===== src/arf_defines.svh =====
// offsets, field positions, reset values and timing counts of the result formatter
`ifndef ARF_DEFINES_SVH
`define ARF_DEFINES_SVH

// register byte addresses
`define ARF_OFF_CTRL0       12'h000
`define ARF_OFF_CTRL1       12'h004
`define ARF_OFF_RES_HIGH    12'h008
`define ARF_OFF_RES_LOW     12'h00C
`define ARF_OFF_RAW_RESULT  12'h010

// control 0 fields
`define ARF_C0_ENABLE_BIT   0
`define ARF_C0_START_BIT    1
`define ARF_C0_CHAN_LSB     2
`define ARF_C0_CHAN_MSB     6
`define ARF_C0_IMPL_MASK    8'h7F

// control 1 fields
`define ARF_C1_FORMAT_BIT   7
`define ARF_C1_IMPL_MASK    8'hF7

// reset values
`define ARF_C0_RESET        8'h00
`define ARF_C1_RESET        8'h00
`define ARF_RES_RESET       8'h00

// conversion length in cycles of pclk
`define ARF_CONV_CYCLES     6'd22

`endif


===== src/arf_pkg.sv =====
// types shared by the result formatter files
package arf_pkg;

    typedef enum logic [1:0] {
        ARF_IDLE,
        ARF_CONVERT,
        ARF_LOAD
    } arf_state_e;

    typedef logic [9:0] arf_result_t;

endpackage


===== src/arf_justify.sv =====
// splits a 10-bit result into high and low result bytes
`timescale 1ns/10ps

module arf_justify (
    input  wire logic [9:0] conversion_result,    // raw 10-bit result
    input  wire logic       result_format_select, // 1 right, 0 left
    output logic      [7:0] high_byte,            // formatted high byte
    output logic      [7:0] low_byte              // formatted low byte
);

    // pure combinational packing
    always_comb begin
        if (result_format_select) begin
            high_byte = {6'b00_0000, conversion_result[9:8]};
            low_byte  = conversion_result[7:0];
        end else begin
            high_byte = conversion_result[9:2];
            low_byte  = {conversion_result[1:0], 6'b00_0000};
        end
    end

endmodule


===== src/arf_top.sv =====
// result formatter of a 10-bit converter with an apb register slave
// Functional notes
// - left mode: low two bits at low 7-6
// - right mode: top two bits at high 1-0
// - right mode: low eight bits fill low byte
// - left mode: top eight bits fill high
// - unused result positions loaded as zero
// - unimplemented control bits read zero, ignore writes
`timescale 1ns/10ps
`include "arf_defines.svh"

module arf_top (
    input  wire logic        pclk,             // system clock
    input  wire logic        presetn,          // async reset, active low
    input  wire logic        psel,             // apb select
    input  wire logic        penable,          // apb access phase
    input  wire logic        pwrite,           // apb direction
    input  wire logic [11:0] paddr,            // apb byte address
    input  wire logic [31:0] pwdata,           // apb write data
    input  wire logic [9:0]  sample_value,     // converter core value, same clock
    output logic      [31:0] prdata,           // apb read data
    output logic             pready,           // apb ready
    output logic             pslverr,          // apb error
    output logic             conversion_done,  // one-cycle completion pulse
    output logic             converter_enable, // enable bit to the analog side
    output logic      [4:0]  input_channel_select // selected analog channel
);

    ////////////////////////////////////////////////////////////////////////
    // state

    // one packed image holds every register of the block, so the next
    // state starts from a full copy and changes only the fields it needs
    typedef struct packed {
        arf_pkg::arf_state_e state;     // conversion sequencer
        logic [5:0]          count;     // conversion cycle counter
        logic [7:0]          ctrl0;     // control 0 image
        logic [7:0]          ctrl1;     // control 1 image
        logic [7:0]          res_high;  // result high byte
        logic [7:0]          res_low;   // result low byte
        arf_pkg::arf_result_t raw;      // last raw result
        logic [31:0]         rdata;     // read data register
        logic                ready;     // ready register
        logic                err;       // error register
        logic                done;      // completion pulse
    } arf_state_s;

    arf_state_s s_q;          // registered state
    arf_state_s s_d;          // next state
    logic [7:0] fmt_high;     // formatted high byte
    logic [7:0] fmt_low;      // formatted low byte
    logic       setup;        // apb setup phase seen
    logic       wr_acc;       // write takes effect this edge
    logic       fmt_sel;      // current format select

    ////////////////////////////////////////////////////////////////////////
    // helpers

    // the raw result offset is mapped as well, read only; any other
    // offset answers with an error and is never written
    // true when address hits a mapped register
    function automatic logic arf_mapped(input logic [11:0] a);
        arf_mapped = (a == `ARF_OFF_CTRL0) || (a == `ARF_OFF_CTRL1) ||
                     (a == `ARF_OFF_RES_HIGH) || (a == `ARF_OFF_RES_LOW) ||
                     (a == `ARF_OFF_RAW_RESULT);
    endfunction

    // format select as it stands now; the load cycle uses this value
    assign fmt_sel = s_q.ctrl1[`ARF_C1_FORMAT_BIT];
    // a fresh request only while no answer is pending
    assign setup   = psel && !penable && !s_q.ready;
    // a write lands only on the access edge of a mapped register
    assign wr_acc  = psel && penable && s_q.ready && pwrite && !s_q.err;

    // result packing from the raw value
    // combinational, so the format in force at load time decides
    arf_justify u_justify (
        .conversion_result    (s_q.raw),
        .result_format_select (fmt_sel),
        .high_byte            (fmt_high),
        .low_byte             (fmt_low)
    );

    ////////////////////////////////////////////////////////////////////////
    // next state

    // the bus answers every request after exactly one wait-free setup
    // cycle; read data is captured at setup and stands for the one access
    // cycle in which pready is high
    //
    // the sequencer walks idle, convert and load; the raw value is taken
    // in the last convert cycle and both result bytes are written from it
    // in the single load cycle, together with the completion pulse, so a
    // reader after the pulse never sees a mix of two results
    always_comb begin
        // hold every field; pulses drop unless raised below
        s_d       = s_q;
        s_d.done  = 1'b0;
        s_d.ready = 1'b0;
        s_d.err   = 1'b0;

        // apb: answer one cycle after setup
        if (setup) begin
            s_d.ready = 1'b1;
            // pslverr rides with pready for an unmapped offset
            s_d.err   = !arf_mapped(paddr);
            // writes and unmapped reads return zero read data
            s_d.rdata = 32'h0000_0000;
            // read data picked by address; control bytes are masked
            if (!pwrite) begin
                if (paddr == `ARF_OFF_CTRL0) begin
                    s_d.rdata = {24'h00_0000, s_q.ctrl0 & `ARF_C0_IMPL_MASK};
                end else if (paddr == `ARF_OFF_CTRL1) begin
                    s_d.rdata = {24'h00_0000, s_q.ctrl1 & `ARF_C1_IMPL_MASK};
                end else if (paddr == `ARF_OFF_RES_HIGH) begin
                    s_d.rdata = {24'h00_0000, s_q.res_high};
                end else if (paddr == `ARF_OFF_RES_LOW) begin
                    s_d.rdata = {24'h00_0000, s_q.res_low};
                end else if (paddr == `ARF_OFF_RAW_RESULT) begin
                    // all ten raw bits, zero above
                    s_d.rdata = {22'h00_0000, s_q.raw};
                end
            end
        end

        // register writes; result bytes are writable, but a load in
        // the same cycle overrides the software value
        if (wr_acc) begin
            if (paddr == `ARF_OFF_CTRL0) begin
                // implemented bits only, padding stays zero; the
                // start bit is kept by hardware while converting
                s_d.ctrl0 = pwdata[7:0] & `ARF_C0_IMPL_MASK;
                if (s_q.state != arf_pkg::ARF_IDLE) begin
                    s_d.ctrl0[`ARF_C0_START_BIT] = 1'b1;
                end
            end else if (paddr == `ARF_OFF_CTRL1) begin
                // bit 3 is padding and never sets
                s_d.ctrl1 = pwdata[7:0] & `ARF_C1_IMPL_MASK;
            end else if (paddr == `ARF_OFF_RES_HIGH) begin
                s_d.res_high = pwdata[7:0];
            end else if (paddr == `ARF_OFF_RES_LOW) begin
                s_d.res_low = pwdata[7:0];
            end
        end

        // conversion sequencer; acquisition wait is software's duty
        // it reads the updated control image, so a start write counts at once
        case (s_q.state)
            arf_pkg::ARF_IDLE: begin
                // start needs enable; a lone start bit is dropped
                if (s_d.ctrl0[`ARF_C0_START_BIT] && s_d.ctrl0[`ARF_C0_ENABLE_BIT]) begin
                    s_d.state = arf_pkg::ARF_CONVERT;
                    s_d.count = `ARF_CONV_CYCLES;
                end else begin
                    s_d.ctrl0[`ARF_C0_START_BIT] = 1'b0;
                end
            end
            arf_pkg::ARF_CONVERT: begin
                if (!s_d.ctrl0[`ARF_C0_ENABLE_BIT]) begin
                    // disable aborts without a result
                    s_d.state = arf_pkg::ARF_IDLE;
                    s_d.ctrl0[`ARF_C0_START_BIT] = 1'b0;
                end else if (s_q.count == 6'd1) begin
                    // last convert cycle: take the core value
                    s_d.raw   = sample_value;
                    s_d.state = arf_pkg::ARF_LOAD;
                end else begin
                    // count down the conversion length
                    s_d.count = s_q.count - 6'd1;
                end
            end
            arf_pkg::ARF_LOAD: begin
                // both bytes and done together, current format
                s_d.res_high = fmt_high;
                s_d.res_low  = fmt_low;
                // a start write in this cycle is lost to the clear
                s_d.ctrl0[`ARF_C0_START_BIT] = 1'b0;
                s_d.done  = 1'b1;
                s_d.state = arf_pkg::ARF_IDLE;
            end
            default: begin
                // unused encoding falls back to idle
                s_d.state = arf_pkg::ARF_IDLE;
            end
        endcase
    end

    ////////////////////////////////////////////////////////////////////////
    // state register

    // asynchronous clear to the reset image; every field is listed so
    // that no bit of the image comes out of reset unknown
    always_ff @(posedge pclk or negedge presetn) begin
        if (!presetn) begin
            s_q.state    <= arf_pkg::ARF_IDLE;
            s_q.count    <= 6'd0;
            s_q.ctrl0    <= `ARF_C0_RESET;
            s_q.ctrl1    <= `ARF_C1_RESET;
            s_q.res_high <= `ARF_RES_RESET;
            s_q.res_low  <= `ARF_RES_RESET;
            s_q.raw      <= 10'h000;
            s_q.rdata    <= 32'h0000_0000;
            s_q.ready    <= 1'b0;
            s_q.err      <= 1'b0;
            s_q.done     <= 1'b0;
        end else begin
            s_q <= s_d;
        end
    end

    ////////////////////////////////////////////////////////////////////////
    // outputs straight from flops

    // every output is a field of the registered image, no logic after it
    assign prdata               = s_q.rdata;
    assign pready               = s_q.ready;
    assign pslverr              = s_q.err;
    assign conversion_done      = s_q.done;
    // enable and channel select go straight to the analog side
    assign converter_enable     = s_q.ctrl0[`ARF_C0_ENABLE_BIT];
    assign input_channel_select = s_q.ctrl0[`ARF_C0_CHAN_MSB:`ARF_C0_CHAN_LSB];

endmodule


===== config.mk =====
export PLATFORM = sky130hd
export DESIGN_NAME = arf_top
export DESIGN_NICKNAME = d
export VERILOG_FILES = /design/src/arf_pkg.sv /design/src/arf_justify.sv /design/src/arf_top.sv
export VERILOG_INCLUDE_DIRS = /design/src
export SDC_FILE = /design/constraint.sdc
export NUM_CORES = 1
export LEC_CHECK = 0
export BUFFER_PORTS_ARGS = -buffer_cell sky130_fd_sc_hd__buf_2
export CORE_MARGIN = 3
export CORE_UTILIZATION = 45
export DETAILED_ROUTE_END_ITERATION = 8
export PLACE_DENSITY = 0.71
export SKIP_LAST_GASP = 1
export SLEW_MARGIN = 15
export SYNTH_ARGS = -nofsm -noshare
export SYNTH_HDL_FRONTEND = slang
export SYNTH_SLANG_ARGS = --single-unit

===== constraint.sdc =====
create_clock -name pclk -period 2.55 [get_ports pclk]
set_input_delay 0.1275 -clock pclk [delete_from_list [all_inputs] [get_ports pclk]]
set_output_delay 0.1275 -clock pclk [all_outputs]
set_load 0.02 [all_outputs]

==> impl_results.md <==
* PortBufs at between 50 and 60
* Max-slew violations at 0
* Internal at 1.46 mW
* Worst endpoint required time at 2770 ps
* Antenna violations before repair at 0
* Max Cap Viol at 0
* Worst hold slack at 13.3 ps
* Vias per cell at approximately 5.5
* Slowest CP cell: dfrtp_1
* Synth area leaders: dfrtp_1, buf_4, mux2_2
* Yosys top cell area share at 0.444
* ANT cells at 0
* Largest net degree at the start of global routing at 28
* Setup TNS at 0 ps
* WL/cell at between 15 and 20 um
* # DRC at 0
* Number of synthesized flops with an enable pin at 0
* Initial Util at 0.469
* GRT Overall Usage at 0.192
* # nets final at 445
* Final setup violation count at 0
* Die Width at 93.4 um
* Clk sinks at 61
* Crit path DAT at between 2000 and 2500 ps
* HPWL Detailed at 5850 um
* Vias in the first global route at between 2000 and 2500
* Synth Cell Area at ~3400 um2
* Fmax at between 400 and 500 MHz
* CTS max path bufs at 2
* Final worst path period share at 0.823
* Worst VDD drop at 0.000234 V
* Initial drt markers at 240
* Antenna Violating Nets Remaining at 0
* Die Ht at slightly above 90 um
* Core area at roughly 7300 um2
* Net Sw Power at 0.488 mW
* Mapped Avg Cell Area at around 10 um2
* H-tree levels at 3
* CTS root buffer: clkbuf_8
* Sequential area share after synthesis at 0.444
* Switching Fraction at 0.250
* Leading area contributor after synthesis: dfrtp_1
* CP Class: register to register
* Slew @ Worst Pin at between 600 and 700 ps
* DR vias at 2664
* DRT Pass-1 Iters at 5
* Gr ovfl total at 0
* WP buf/inv at 0
* CTS buffer count at 9
* Yosys cell types at 50
* Logic pwr share at 0.074
* CP Cell Sequence: nor2b_1 > nand4_2 > nor2_8 > mux2_4 > nand3_2 > mux2_1
* Fillers at 663
* CP endpoint kind: register
* Worst skew pair latency at 340 ps
* Outcome: complete, no violations
* Finished Core Util at 0.525
* Placer Congestion at slightly below 1
* Worst-path fanout max at 11
* Worst Skew at 9.40 ps
* IO Pins at 100
* Top_reg_cell synth: dfrtp_1
* Post-Syn Instances at 338
* Slew headroom at 0.587
* PwrDens at between 500 and 600 nW/um2
* First-pass GRT wire length at 12900 um
* Crit start category: register
* Fraction of layout cells with a size suffix above 1 at 0.293
* Min-Delay Path Class: primary input to register
* Top delay family on crit path: simple AND/OR/NAND/NOR gates
* Site Rows at 31
* Synth Register Bits at about 60
* Post CTS Setup Buffer Count at 0
* Die area at 8730 um2
* RSZ-0062 raised after global routing: no
* Final hold vios at 0
* Clock share of power at 0.426
* CP max stage delay at 380 ps
* Area Overhead vs Synth at 11.9%
* LEAKAGE at 1.87 nW
* Part of the power in registers at 0.500
* Worst-path clk slew at 70 ps
* CTS tree: yes
* Total Wirelength at 7910 um
* FFs w/ async S/R, synth at 1.00
* Synth warn at 0
* Final min period at 2100 ps
[through the flow]
step	instance area [um2]	power (mW)	std cells	setup WS, ps
final	3850	1.95	488	452
after global routing	3850	2.03	488	361
after CTS	3850	1.97	488	438
after detailed placement	3640	1.13	470	398
after global placement	3640	1.13	470	464
after floorplan	3520	1.09	359	485
[cell usage after synthesis (2+ instances only)]
cell type,instances
mux2_4,10
buf_2,5
o21ai_0,28
clkbuf_1,8
a221oi_1,2
dfrtp_1,61
ha_1,2
a22oi_1,19
and3_1,2
nor3_1,5
and2_1,2
nor2b_1,3
buf_4,37
mux2i_1,4
nor2_1,22
nor4_4,2
nand2b_1,14
o21ai_1,3
nand2_1,29
a21oi_1,17
nor3_2,2
o21ai_2,2
a22o_1,7
inv_1,7
mux2_1,2
o31a_1,2
and4_1,4
mux2_2,14
nand3b_1,2
[cell usage in the layout (no fill, tap or decap), drive strengths merged, types with 2 or more instances in the layout]
cell type	n
buf	63
dfrtp	61
o21ai	33
nand2	29
mux2	26
nor2	23
conb	22
a22oi	19
a21oi	17
nand2b	14
clkbuf	10
inv	8
a22o	7
nor3	7
and4	4
mux2i	4
nor2b	3
nor4	3
clkinv	3
and3	2
and2	2
o31a	2
nand3b	2
a221oi	2
ha	2
clkinvlp	2
dlygate4sd3	2
nand4	2
a211oi	2
[kinds of logic (layout without fill, tap and decap cells)]
group           count (synthesis)  count (layout)  share of synthesized area
compound gates                 91              91                      0.172
fa+ha+maj                       2               2                    0.00727
buf+inv                        59              89                      0.109
flops                          61              61                      0.444
mux                            30              30                      0.108
other cells                     1              22                    0.00109
simple gates                   94              94                      0.159
[power by group through the flow]
stage	Combinational, mW	Sequential [mW]	Clock, mW
finish	0.145	0.974	0.830
detailed placement	0.143	0.992	0
CTS	0.145	0.973	0.851
floorplan	0.0914	0.994	0
global route	0.161	0.973	0.901
global placement	0.140	0.991	0
[final cells by class]
cell class                      instances  area, um2  area share
Timing Repair Buffer                   65        360      0.0936
Tap cell                               99        124      0.0322
Clock buffer                           10        128      0.0331
Clock inverter                          6       63.8      0.0166
Multi-Input combinational cell        239       1620       0.420
Inverter                                8       30.0     0.00780
Sequential cell                        61       1530       0.396
[layer usage]
| layer | part of all wire | GRT usage |
|---|---|---|
| met5 | 0 | 0 |
| met4 | 0.024 | 0.0940 |
| met3 | 0.066 | 0.0265 |
| met2 | 0.46 | 0.292 |
| met1 | 0.45 | 0.269 |
[registers in the layout, summed over array words and instances (netlist names)]
signal	cells
conversion_done	1
pslverr	1
input_channel_select	5
pready	1
prdata	10
converter_enable	1
s_q	41
fmt_sel	1
[final timing paths]
kind,end,slack (ps),from,cells after the start
max in group asynchronous,conversion_done,1500,presetn,3
hold / removal,s_q[44],10,sample_value[9],2
setup reg to reg,s_q[35],450,pslverr,6
min in group asynchronous,s_q[63],340,presetn,2
setup / recovery,s_q[35],450,pslverr,6
hold reg to reg,prdata[1],480,prdata[1],2
[repair_timing]
item / CTS / global route
hold endpoints to repair: 26 / 0
hold buffers: 2 / 0
resized for setup: 0 / 0
[worst reg2reg max path, delay by kind of cell (launching register included)]
family	cells	cell delay [ps]
mux	2	710
flops	1	380
simple gates	4	890
Note: power is estimated with default switching activity, not from simulation.
